### config.mk
export PLATFORM = sky130hd
export DESIGN_NAME = acc_top
export DESIGN_NICKNAME = d
export VERILOG_FILES = /design/src/acc_pkg.sv /design/src/acc_sync.sv /design/src/acc_top.sv
export VERILOG_INCLUDE_DIRS = /design/src
export SDC_FILE = /design/constraint.sdc
export NUM_CORES = 1
export LEC_CHECK = 0
export ABC_AREA = 0
export BUFFER_PORTS_ARGS = -buffer_cell sky130_fd_sc_hd__buf_4
export CORE_MARGIN = 3
export CORE_UTILIZATION = 50
export CTS_BUF_LIST = sky130_fd_sc_hd__clkbuf_4 sky130_fd_sc_hd__clkbuf_8
export CTS_CLUSTER_DIAMETER = 80
export DETAILED_ROUTE_END_ITERATION = 12
export PLACE_DENSITY = 0.8
export REMOVE_ABC_BUFFERS = 1
export SLEW_MARGIN = 20
export SYNTH_ARGS = -nofsm -noshare
export SYNTH_HDL_FRONTEND = slang
export SYNTH_HIERARCHICAL = 1
export SYNTH_SLANG_ARGS = --single-unit
### constraint.sdc
create_clock -name REF_CLK_I -period 2.4 [get_ports REF_CLK_I]
set_clock_uncertainty 0.2 [all_clocks]
set_input_delay 0.12 -clock REF_CLK_I [delete_from_list [all_inputs] [get_ports REF_CLK_I]]
set_output_delay 0.12 -clock REF_CLK_I [all_outputs]
set_load 0.01 [all_outputs]
### src/acc_params.svh
`ifndef ACC_PARAMS_SVH
`define ACC_PARAMS_SVH
`define ACC_CTRL_ADDR    8'h9B
`define ACC_MUX_ADDR     8'h9F
`define ACC_MODE_ADDR    8'h9D
`define ACC_CTRL_RST     8'h00
`define ACC_MUX_RST      8'h00
`define ACC_MODE_RST     8'h02
`define ACC_BIT_ON       7
`define ACC_BIT_LEVEL    6
`define ACC_BIT_RISE     5
`define ACC_BIT_FALL     4
`define ACC_BIT_RIE      5
`define ACC_BIT_FIE      4
`define ACC_HYS_POS_LSB  2
`define ACC_HYS_NEG_LSB  0
`define ACC_SEL_POS_LSB  0
`define ACC_SEL_NEG_LSB  4
`define ACC_RESP_LSB     0
`endif

### src/acc_pkg.sv
package acc_pkg;
  typedef enum logic [1:0] {
    ACC_HYS_OFF = 2'h0,
    ACC_HYS_5MV = 2'h1,
    ACC_HYS_10MV = 2'h2,
    ACC_HYS_20MV = 2'h3
  } acc_hys_e;
  typedef struct packed {
    logic     comparator_on;
    acc_hys_e pos_hysteresis_sel;
    acc_hys_e neg_hysteresis_sel;
    logic [1:0] positive_input_select;
    logic [1:0] negative_input_select;
  } acc_analog_cfg_s;
endpackage : acc_pkg

### src/acc_sync.sv
`timescale 1ns/100ps
module acc_sync (
  input  wire logic clk_i,
  input  wire logic rst_n_i,
  input  wire logic async_i,
  output logic      level_o
);
  logic s1_ff;
  logic s2_ff;
  logic s3_ff;
  logic lvl_ff;
  wire  agree = (s2_ff == s3_ff);
  wire  nxt_lvl = agree ? s3_ff : lvl_ff;
  always_ff @(posedge clk_i) begin
    if (!rst_n_i) begin
      s1_ff  <= 1'b0;
      s2_ff  <= 1'b0;
      s3_ff  <= 1'b0;
      lvl_ff <= 1'b0;
    end else begin
      s1_ff  <= async_i;
      s2_ff  <= s1_ff;
      s3_ff  <= s2_ff;
      lvl_ff <= nxt_lvl;
    end
  end
  assign level_o = lvl_ff;
endmodule : acc_sync

### src/acc_top.sv
// Notes on behaviour
// a high-to-low output change sets the fall flag
// a low-to-high output change sets the rise flag
// edge flags stay set; only a software write of zero clears them
// current output level readable at any time, read-only
// comparator runs only while the enable bit (bit 7) is one
// disabled comparator drives its pin outputs low
// negative hysteresis code: 00 off, 01 5 mV, 10 10 mV, 11 20 mV
// bits 3..2 select positive hysteresis, same code set
// one clock-registered output and one raw output usable without clock
// interrupt request on rising, falling, or both edges
// first instance offers its output as a reset source
// mux register holds two-bit positive and negative input selects
// control register resets to zero; level bit read-only, rest writable
// mode register bit 5 enables rise irq, bit 4 fall irq
// level reads one when positive input exceeds negative input
// irq = (rise flag and its enable) or (fall flag and its enable)
`timescale 1ns/100ps
`include "acc_params.svh"
module acc_top
  import acc_pkg::*;
#(
  parameter bit IS_FIRST = 1'b1
) (
  input  wire logic       REF_CLK_I,
  input  wire logic       RST_N_I,
  input  wire logic [7:0] SFR_ADDR_I,
  input  wire logic [7:0] SFR_WDATA_I,
  input  wire logic       SFR_WR_I,
  output logic      [7:0] SFR_RDATA_O,
  input  wire logic       CMP_RAW_I,
  output acc_analog_cfg_s ANALOG_CFG_O,
  output logic            SYNC_LATCHED_OUTPUT_O,
  output logic            ASYNC_RAW_OUTPUT_O,
  output logic            IRQ_O,
  output logic            RESET_SOURCE_O
);
  localparam logic [7:0] CTRL_RST = `ACC_CTRL_RST;
  localparam logic [7:0] MUX_RST  = `ACC_MUX_RST;
  localparam logic [7:0] MODE_RST = `ACC_MODE_RST;
  // index 1 is the rising edge, index 0 the falling one, as in the registers
  localparam int         EDGES    = 2;

  logic            on_ff;
  acc_hys_e        pos_hys_ff;
  acc_hys_e        neg_hys_ff;
  logic [1:0]      pos_sel_ff;
  logic [1:0]      neg_sel_ff;
  logic [1:0]      resp_mode_ff;
  logic            level_d_ff;
  logic            latched_ff;
  logic            level;

  logic            nxt_on;
  acc_hys_e        nxt_pos_hys;
  acc_hys_e        nxt_neg_hys;
  logic [1:0]      nxt_pos_sel;
  logic [1:0]      nxt_neg_sel;
  logic [1:0]      nxt_resp_mode;
  logic            nxt_level_d;
  logic            nxt_latched;

  wire             sel_ctrl;
  wire             sel_mux;
  wire             sel_mode;
  wire             wr_ctrl;
  wire             wr_mux;
  wire             wr_mode;
  wire             comparator_on;
  wire             lvl_gated;
  wire             rise_ev;
  wire             fall_ev;
  wire [EDGES-1:0] edge_ev;
  wire [EDGES-1:0] flag_wbit;
  wire [EDGES-1:0] ien_wbit;
  wire [EDGES-1:0] flag_rst;
  wire [EDGES-1:0] ien_rst;
  wire [EDGES-1:0] flags;
  wire [EDGES-1:0] irq_en;
  wire [7:0]       rd_ctrl;
  wire [7:0]       rd_mux;
  wire [7:0]       rd_mode;

  // three-stage agreement filter on the unclocked comparator output
  acc_sync u_sync (
    .clk_i   (REF_CLK_I),
    .rst_n_i (RST_N_I),
    .async_i (CMP_RAW_I),
    .level_o (level)
  );

  assign sel_ctrl = (SFR_ADDR_I == `ACC_CTRL_ADDR);
  assign sel_mux  = (SFR_ADDR_I == `ACC_MUX_ADDR);
  assign sel_mode = (SFR_ADDR_I == `ACC_MODE_ADDR);
  assign wr_ctrl  = SFR_WR_I & sel_ctrl;
  assign wr_mux   = SFR_WR_I & sel_mux;
  assign wr_mode  = SFR_WR_I & sel_mode;

  assign comparator_on = on_ff;
  // edges are seen on the gated level, so switching off while high counts as a fall
  assign lvl_gated     = comparator_on & level;
  assign rise_ev       = lvl_gated & ~level_d_ff;
  assign fall_ev       = ~lvl_gated & level_d_ff;
  assign edge_ev       = {rise_ev, fall_ev};

  assign flag_wbit = {SFR_WDATA_I[`ACC_BIT_RISE], SFR_WDATA_I[`ACC_BIT_FALL]};
  assign ien_wbit  = {SFR_WDATA_I[`ACC_BIT_RIE], SFR_WDATA_I[`ACC_BIT_FIE]};
  assign flag_rst  = {CTRL_RST[`ACC_BIT_RISE], CTRL_RST[`ACC_BIT_FALL]};
  assign ien_rst   = {MODE_RST[`ACC_BIT_RIE], MODE_RST[`ACC_BIT_FIE]};

  assign nxt_on        = wr_ctrl ? SFR_WDATA_I[`ACC_BIT_ON] : on_ff;
  assign nxt_pos_hys   = wr_ctrl ? acc_hys_e'(SFR_WDATA_I[`ACC_HYS_POS_LSB +: 2])
                                 : pos_hys_ff;
  assign nxt_neg_hys   = wr_ctrl ? acc_hys_e'(SFR_WDATA_I[`ACC_HYS_NEG_LSB +: 2])
                                 : neg_hys_ff;
  assign nxt_pos_sel   = wr_mux ? SFR_WDATA_I[`ACC_SEL_POS_LSB +: 2] : pos_sel_ff;
  assign nxt_neg_sel   = wr_mux ? SFR_WDATA_I[`ACC_SEL_NEG_LSB +: 2] : neg_sel_ff;
  // response-time code is only stored; the analog side takes it elsewhere
  assign nxt_resp_mode = wr_mode ? SFR_WDATA_I[`ACC_RESP_LSB +: 2] : resp_mode_ff;
  assign nxt_level_d   = lvl_gated;
  assign nxt_latched   = lvl_gated;

  generate
    for (genvar g = 0; g < EDGES; g++) begin : g_edge
      logic flag_ff;
      logic ien_ff;
      logic keep_flag;
      logic nxt_flag;
      logic nxt_ien;
      // a write of zero clears; an edge in that same cycle wins
      assign keep_flag = wr_ctrl ? flag_wbit[g] : flag_ff;
      assign nxt_flag  = keep_flag | edge_ev[g];
      assign nxt_ien   = wr_mode ? ien_wbit[g] : ien_ff;
      always_ff @(posedge REF_CLK_I) begin
        if (!RST_N_I) begin
          flag_ff <= flag_rst[g];
          ien_ff  <= ien_rst[g];
        end else begin
          flag_ff <= nxt_flag;
          ien_ff  <= nxt_ien;
        end
      end
      assign flags[g]  = flag_ff;
      assign irq_en[g] = ien_ff;
    end
  endgenerate

  always_ff @(posedge REF_CLK_I) begin
    if (!RST_N_I) begin
      on_ff <= CTRL_RST[`ACC_BIT_ON];
    end else begin
      on_ff <= nxt_on;
    end
  end

  always_ff @(posedge REF_CLK_I) begin
    if (!RST_N_I) begin
      pos_hys_ff <= acc_hys_e'(CTRL_RST[`ACC_HYS_POS_LSB +: 2]);
    end else begin
      pos_hys_ff <= nxt_pos_hys;
    end
  end

  always_ff @(posedge REF_CLK_I) begin
    if (!RST_N_I) begin
      neg_hys_ff <= acc_hys_e'(CTRL_RST[`ACC_HYS_NEG_LSB +: 2]);
    end else begin
      neg_hys_ff <= nxt_neg_hys;
    end
  end

  always_ff @(posedge REF_CLK_I) begin
    if (!RST_N_I) begin
      pos_sel_ff <= MUX_RST[`ACC_SEL_POS_LSB +: 2];
    end else begin
      pos_sel_ff <= nxt_pos_sel;
    end
  end

  always_ff @(posedge REF_CLK_I) begin
    if (!RST_N_I) begin
      neg_sel_ff <= MUX_RST[`ACC_SEL_NEG_LSB +: 2];
    end else begin
      neg_sel_ff <= nxt_neg_sel;
    end
  end

  always_ff @(posedge REF_CLK_I) begin
    if (!RST_N_I) begin
      resp_mode_ff <= MODE_RST[`ACC_RESP_LSB +: 2];
    end else begin
      resp_mode_ff <= nxt_resp_mode;
    end
  end

  always_ff @(posedge REF_CLK_I) begin
    if (!RST_N_I) begin
      level_d_ff <= 1'b0;
      latched_ff <= 1'b0;
    end else begin
      level_d_ff <= nxt_level_d;
      latched_ff <= nxt_latched;
    end
  end

  // level bit is live status, never stored from a write
  assign rd_ctrl = {on_ff, lvl_gated, flags, pos_hys_ff, neg_hys_ff};
  assign rd_mux  = {2'h0, neg_sel_ff, 2'h0, pos_sel_ff};
  assign rd_mode = {2'h0, irq_en, 2'h0, resp_mode_ff};
  assign SFR_RDATA_O = sel_ctrl ? rd_ctrl :
                       sel_mux  ? rd_mux  :
                       sel_mode ? rd_mode : 8'h00;

  assign ANALOG_CFG_O = '{comparator_on:         on_ff,
                          pos_hysteresis_sel:    pos_hys_ff,
                          neg_hysteresis_sel:    neg_hys_ff,
                          positive_input_select: pos_sel_ff,
                          negative_input_select: neg_sel_ff};

  assign SYNC_LATCHED_OUTPUT_O = latched_ff;
  // raw path is pure gating so it keeps working with the clock stopped
  assign ASYNC_RAW_OUTPUT_O    = comparator_on & CMP_RAW_I;
  assign IRQ_O                 = |(flags & irq_en);
  assign RESET_SOURCE_O        = IS_FIRST & ~latched_ff & comparator_on;
endmodule : acc_top

## Yosys cells after proc, flatten, opt, wreduce, memory -nomap -nowiden

Index checks and enable logic that the tools add are counted.

| word-level totals | value |
|---|---|
| bits in registers | 20 |
| input bits | 20 |
| output and inout bits | 21 |
| logic and storage cells | 38 |

| operators by class | value |
|---|---|
| equal/unequal tests | 4 |
| mux-type cells | 5 |
| bitwise operators | 13 |
| reductions and logical operators | 1 |

Operators by type and width:

| cell | count |
|---|---|
| $eq 8x8->1 const B | 3 |
| $mux 6 | 2 |
| $and 1x1->1 | 8 |
| $mux 8 | 1 |
| $and 2x2->2 | 1 |
| $mux 1 | 2 |
| $not 1->1 | 2 |
| $or 1x1->1 | 2 |
| $reduce_or 2->1 | 1 |
| $eq 1x1->1 | 1 |

## Depth between registers and ports, before layout

Gate-level depths: netlist of the first run.

| logic depth | value |
|---|---|
| word-level depth | 4 |
| depth in mapped cells | 4 |

## By module

The synthesis of the first run kept the hierarchy.

By module, submodules not included:

| module | instances | cells an instance | area each (um^2) |
|---|---|---|---|
| acc_top | 1 | 97 | 875.8 |
| acc_sync | 1 | 10 | 116.4 |

## Least setup slack after synthesis of the first run

OpenSTA, ideal clock, no wires.

| timing | value |
|---|---|
| path type | input to register |
| start point | in SFR_ADDR_I[2] |
| end point | reg on_ff (netlist: comparator_on) |
| library setup time | 0.072 ns |
| arrival | 1.134 ns |
| path slack | 0.994 ns |
| cell stages on the path | 4 |
| buffers on the path | 1 |
| cells stage by stage | buf_2 nand2b_1 nor4_4 mux2i_1 |

| between the ends | value |
|---|---|
| word-level cells in the longest chain between the ends | 2 |

RTL lines:

| what | RTL line | RTL |
|---|---|---|
| from (decl) | acc_top.sv:27 | `input wire logic [7:0] SFR_ADDR_I,` |
| $eq 8x8->1 (no source line) | - |  |
| $and 1x1->1 | acc_top.sv:95 | `assign wr_ctrl = SFR_WR_I & sel_ctrl;` |
| to (signal assigned) | acc_top.sv:150 | `` on_ff <= CTRL_RST[`ACC_BIT_ON]; `` |
| to (signal assigned) | acc_top.sv:152 | `on_ff <= nxt_on;` |
| to (decl) | acc_top.sv:44 | `logic on_ff;` |

Every way passes these cells.
A chain may end at the register's enable or synchronous reset.

## Worst setup path in the final report of the first run

| timing | value |
|---|---|
| start point | in SFR_ADDR_I[6] |
| end point | reg pos_hys_ff[1] |

| between the ends | value |
|---|---|
| word-level cells in the longest chain between the ends | 2 |

RTL lines:

| what | RTL line | RTL |
|---|---|---|
| $eq 8x8->1 (no source line) | - |  |
| $and 1x1->1 | acc_top.sv:95 |  |
| to (signal assigned) | acc_top.sv:158 | `` pos_hys_ff <= acc_hys_e'(CTRL_RST[`ACC_HYS_POS_LSB +: 2]); `` |
| to (signal assigned) | acc_top.sv:160 | `pos_hys_ff <= nxt_pos_hys;` |
| to (decl) | acc_top.sv:45 | `acc_hys_e pos_hys_ff;` |

Every way passes these cells.

==> results of run 1 <==
[layout make-up]
cell class                 instances  area, sq um  share of cell area
clock buffer                       4         36.3              0.0251
timing repair buffer              51          413               0.286
tap                               25         31.3              0.0217
inverter                           1         3.75             0.00260
sequential                        20          400               0.277
multi-input combinational         80          559               0.387
[metrics by stage]
| step | setup WS, ps | hold WS, ps |
|---|---|---|
| floorplan | 1000 | 41.7 |
| global placement | 726 | 135 |
| detailed placement | 670 | 139 |
| CTS | 528 | 53.8 |
| global route | 411 | 68.2 |
| finish | 471 | 50.4 |
[registers in the layout, indices dropped and copies added (netlist names), 2 cells and up]
| signal | count |
|---|---|
| neg_hys_ff | 2 |
| g_edge.flag_ff | 2 |
| pos_hys_ff | 2 |
| resp_mode_ff | 2 |
| pos_sel_ff | 2 |
| neg_sel_ff | 2 |
| g_edge.ien_ff | 2 |
[where the power goes]
| group | leakage (uW) | switching, uW | internal, uW | total [uW] |
|---|---|---|---|---|
| combinational | 0.000425 | 32.1 | 40.4 | 72.6 |
| clock | 0.0000210 | 107 | 92.7 | 199 |
| sequential | 0.000162 | 1.40 | 334 | 336 |
| total | 0.000607 | 140 | 467 | 608 |
[cell families after synthesis]
| family | count (synthesis) | synth area share |
|---|---|---|
| AO/OA/AOI/OAI | 12 | 0.0794 |
| flip-flops | 20 | 0.404 |
| AND/OR/NAND/NOR | 49 | 0.288 |
| buffers and inverters | 7 | 0.0328 |
| multiplexers | 19 | 0.197 |
[worst register-to-register path: cells and delay by family (launching register included)]
family                 cells  cell delay, ps
buffers and inverters      1             560
flip-flops                 1             370
multiplexers               1             150
AND/OR/NAND/NOR            1              70
[cell usage after synthesis, types with 2 or more instances]
| library cell | n |
|---|---|
| nor2_1 | 5 |
| mux2_2 | 4 |
| clkbuf_1 | 3 |
| nand2_1 | 22 |
| a22oi_1 | 4 |
| mux2i_1 | 15 |
| and3_1 | 4 |
| and2_1 | 3 |
| nor3_2 | 2 |
| o21ai_0 | 4 |
| buf_2 | 2 |
| nor2b_1 | 4 |
| dfxtp_1 | 20 |
[timing repair]
action                                 4_1_cts  5_1_grt
buffers inserted                             0        0
hold buffers                                12        0
endpoints found under the hold margin       16        0
resized for setup                            0        0
[routing by layer]
metal	vias up	wire, um
met1	440	1050
met3	4	191
met5	-	0
met2	40	1440
met4	0	23
li1	470	-
[path summary, 6_finish.rpt]
kind              startpoint         endpoint  slack (ps)  depth (start not counted)
min reg2reg  resp_mode_ff[0]  resp_mode_ff[0]         270                          2
max            SFR_ADDR_I[6]    pos_hys_ff[1]         470                          5
min                 SFR_WR_I    pos_sel_ff[0]          50                          4
max reg2reg    pos_hys_ff[1]    pos_hys_ff[1]         990                          3
==> reports/results.ini, run 1 <==
[outcome]
outcome = finished, final reports clean

[final_layout]
layout.cells.non_filler = 181
final_cell_mix = 39 x buf_4, 22 x nand2_1, 20 x dfxtp_1, 15 x mux2i_1, 12 x dlygate4sd3_1
antenna_cells = 0
areaGrowthSynthToFinish_pct = 45.5
drive_gt1_frac = 0.333
utilization = 0.801
final_common_cell = buf_4
fin_area_sq_mm = 0.00144
nFillCells = 124
nets = 177

[floorplanning]
die_x_um = 50.5
dieHeight_um = 50.5
rows = 15
core_sq_mm = 0.00180
die-area_sq_mm = 0.00255
io_pins = 41
floorplan.initialDensity = 0.551

[sta]
finalCriticalPeriod_ps = 1930
finalSetupViolCount = 0
fin_crit_sh = 0.804
slew_headroom = 0.550
finalHoldViolations = 0
drv_slew = 0
rsz0062_at_grt = no
tns_ps = 0
max_freq_mhz = 519
worstMarginPinSlew_ps = 670

[worst_setup_path]
critical_path_class = in -> reg
crit_path_top_delay_cell = nor4_4
startpoint_type = input pin
end_kind = register
crit_fanout = 7
cp_num_buf_inv = 2
crit_family = simple AND/OR/NAND/NOR gates
max_stage_delay_ps = 650
crit_path_cell_trace = buf_4, nand4bb_4, nor4_4, mux2i_1, dlygate4sd3_1
cp.required_ps = 2460
arrival_ps = 1990

[drt]
wl_per_cell_um = 14.9
num_vias = 954
drt-total-wl_um = 2710
dr.first_iter.drc_count = 18
first_pass_iters = 4
drc_errors = 0
ant_nets = 0
viasPerCell = 5.27

[pwr]
total_power_uw = 608
p_leak_uw = 0.000607
ir_worst_vdd_mv = 0.373
powerDensity_mw_per_mm2 = 421

[logic_synthesis]
synthArstFlopShare = 0
synth.yosys.seq_area_share = 0.404
synth_area_leader_cell = dfxtp_1
syn-cell-area_sq_um = 992
synth-seq-cells = 20
syn_avg_cell_area_sq_um = 9.27
synth_area_leaders = dfxtp_1 40%, mux2i_1 15%, nand2_1 8.3%
synth_top_area_share = 0.404
yosys_warnings = 6
post_synth_num_cell_types = 28
syn_inst = 107
ys.flop_type = dfxtp_1
synth_edf_count = 0

[global_route]
top_usage_layer = met2
antenna_found_initial = 0
gr-total-overflow = 0
use_met1 = 0.246
gr-usage-all-layers = 0.233
grt_max_degree = 31
globalRouteMet3Util = 0.0712
use_met2 = 0.450
grt_pass1_wl_um = 4400
first_global_vias = 957

[placed_design]
globalplace.congestion = 0.738
place_inst = 165
dpl-instance-area_sq_mm = 0.00129
port-buffer-count = 39
hpwl_um = 1690

[clock_tree]
clock_sinks = 20
worstSkewPairLatency_ps = 310
clock-root-buffer = clkbuf_4
clockBufferDepth = 2
htreeDepth = 1
cts.clk_slew.worst_paths_ps = 120
cts_tree = yes
cts_buffers = 3

[min_path]
hold_class = in -> reg

[job]
maxCapViolCount = 0

Note: power is estimated with default switching activity, not from simulation.
==> inputs of run 2 (changes only) <==
- ABC_AREA: 0 -> 1
- CORE_UTILIZATION: 50 -> 48
- PLACE_DENSITY: 0.8 -> 0.77
- clock period: 2.4 -> 1.9 ns (I/O delays scaled with it)
==> run 2 against run 1 <==
  * Hold slack gained 31 ps
  * Utilization grew 0.069 points
  * Clock power grew 76%
  * Total power grew 43%
  * Critical path type unchanged
  * Worst setup slack lost 430 ps
  * Synthesized cell count grew 21%
  * Wire length shrank 2.2%
  * Highest routed layer unchanged
  * Die area grew 0.55%
  * Synthesized area shrank 3.4%
  * Final area is essentially flat
  * Combinational power grew 28%
  * Largest power group unchanged
==> reports/results.ini, run 2 <==
[sta]
rsz0062_at_grt = no
finalCriticalPeriod_ps = 1860
finalHoldViolations = 0
drv_slew = 0
worstMarginPinSlew_ps = 322
finalSetupViolCount = 0
slew_headroom = 0.785
max_freq_mhz = 538
fin_crit_sh = 0.978
tns_ps = 0

[worst_setup_path]
cp.required_ps = 1900
arrival_ps = 1860
end_kind = register
worstSetupStartpoint = SFR_WR_I
startpoint_type = input pin
cpMostUsedCell = dlygate4sd3_1
crit_fanout = 13
crit_path_top_delay_cell = dlygate4sd3_1
r2r-start = resp_mode_ff[1]
max_stage_delay_ps = 570
crit_path_cell_trace = dlygate4sd3_1, buf_4, nand3_2, o21ai_1, dlygate4sd3_1, a21oi_1
critical_path_class = in -> reg

[global_route]
grt_max_degree = 14
gr-total-overflow = 0
first_global_vias = 1031
gr-usage-all-layers = 0.232
antenna_found_initial = 0
grt_pass1_wl_um = 4510

[clock_tree]
cts_tree = yes
clock-root-buffer = clkbuf_4
htreeDepth = 1
cts_buffers = 3
cts.clk_slew.worst_paths_ps = 120
cts_resized = 0
post_cts_buffers = 0
clock_sinks = 20
clockBufferDepth = 2
worstSkewPairLatency_ps = 300

[placed_design]
port-buffer-count = 39
hpwl_um = 1760
globalplace.congestion = 0.880
place_inst = 188

[logic_synthesis]
synth_area_leaders = dfxtp_1 42%, nand2_1 12%, inv_1 7.0%
synth_area_leader_cell = dfxtp_1
yosys-mux-area-fraction = 0
synthArstFlopShare = 0
synth.yosys.seq_area_share = 0.418
synth_compound_area_frac = 0.145
syn-cell-area_sq_um = 958
syn_avg_cell_area_sq_um = 7.43
yosys_warnings = 6
synth_common_cells = 30 x nand2_1, 20 x dfxtp_1, 18 x inv_1
post_synth_num_cell_types = 24
synth_top_area_share = 0.418
synth-seq-cells = 20
yosys.area_share.adder = 0
synth_edf_count = 0
synth_most_common_cell = nand2_1
synthXorXnorAreaFrac = 0
ys.flop_type = dfxtp_1
synth_top_family_by_area = simple AND/OR/NAND/NOR gates
syn_inst = 129
synth_simple_gate_area_frac = 0.320

[final_layout]
multi_input_area_sq_um = 445
areaGrowthSynthToFinish_pct = 50.8
final_common_cell = buf_4
nFillCells = 129
antenna_cells = 0
nets = 203
final_cell_mix = 39 x buf_4, 30 x nand2_1, 20 x dfxtp_1, 18 x inv_1, 15 x dlygate4sd3_1
drive_gt1_frac = 0.291
layout.cells.non_filler = 207
seq_area_sq_um = 400

[drt]
drc_errors = 0
num_vias = 1032
dr.first_iter.drc_count = 23
wl_per_cell_um = 12.8
viasPerCell = 4.99
drt-total-wl_um = 2650
ant_nets = 0
first_pass_iters = 4

[floorplanning]
dieHeight_um = 50.7
die_x_um = 50.7
io_pins = 41
die-area_sq_mm = 0.00257
core_sq_mm = 0.00180
floorplan.initialDensity = 0.532
rows = 15

[pwr]
p_comb_frac = 0.107
internal-power_uw = 687
powerDensity_mw_per_mm2 = 600
p_seq_frac = 0.488
switchingPower_uw = 181
swShare = 0.208
clockPowerShare = 0.404
ir_worst_vdd_mv = 0.490
p_leak_uw = 0.000654

[min_path]
hold_start = SFR_ADDR_I[1]
hold_class = in -> reg

[outcome]
outcome = finished, final reports clean

[job]
maxCapViolCount = 0

-- run 2: worst paths after layout --
path / endpoint / slack (ps) / depth (start not counted)
max: pos_hys_ff[0] / 40 / 6
min: g_edge[0].ien_ff / 80 / 5
max reg2reg: resp_mode_ff[1] / 530 / 3
min reg2reg: u_sync/s2_ff / 220 / 2
-- run 2: cell type report --
class	count	area share
clock buffer	3	0.0156
sequential	20	0.277
timing repair buffer	54	0.306
clock inverter	1	0.0208
inverter	19	0.0502
tap	25	0.0216
multi-input combinational	85	0.308
-- run 2: repair_timing --
| action | 4_1_cts | 5_1_grt |
|---|---|---|
| hold buffers | 15 | 0 |
| endpoints found under the setup margin | 0 | 0 |
| endpoints found under the hold margin | 19 | 0 |
-- run 2: critical path, delay by kind of cell --
kind / cells / cell delay (ps)
compound gates: 2 / 250
buf+inv: 3 / 1260
simple gates: 1 / 250
-- run 2: layer usage --
layer | GRT usage | vias up | share of wire
met2 | 0.441 | 31 | 0.52
met1 | 0.263 | 477 | 0.41
met3 | 0.0297 | 6 | 0.040
met5 | 0 | - | 0
met4 | 0.0762 | 0 | 0.022
li1 | - | 518 | -
-- run 2: cells by family after synthesis --
group / after synthesis
AND/OR/NAND/NOR: 60
AO/OA/AOI/OAI: 25
flip-flops: 20
buffers and inverters: 24
-- run 2: metrics by stage --
step	hold WS, ps	setup slack, ps	utilization	total power [uW]	cell area [sq um]
2_1_floorplan	-20.9	745	-	457	918
3_3_place_gp	91.7	493	0.690	499	1240
3_5_place_dp	95.1	451	0.690	501	1240
4_1_cts	72.1	91.3	0.802	871	1450
5_1_grt	146	12.7	0.802	889	1450
6_report	81.3	42.1	0.802	868	1450
-- run 2: power groups by stage --
| stage | clock [uW] | sequential (uW) | combinational [uW] |
|---|---|---|---|
| after global routing | 364 | 424 | 101 |
| after floorplan | 0 | 433 | 23.6 |
| after CTS | 356 | 424 | 91.0 |
| final | 351 | 424 | 93.1 |
| after detailed placement | 0 | 433 | 67.5 |
| after global placement | 0 | 433 | 66.0 |
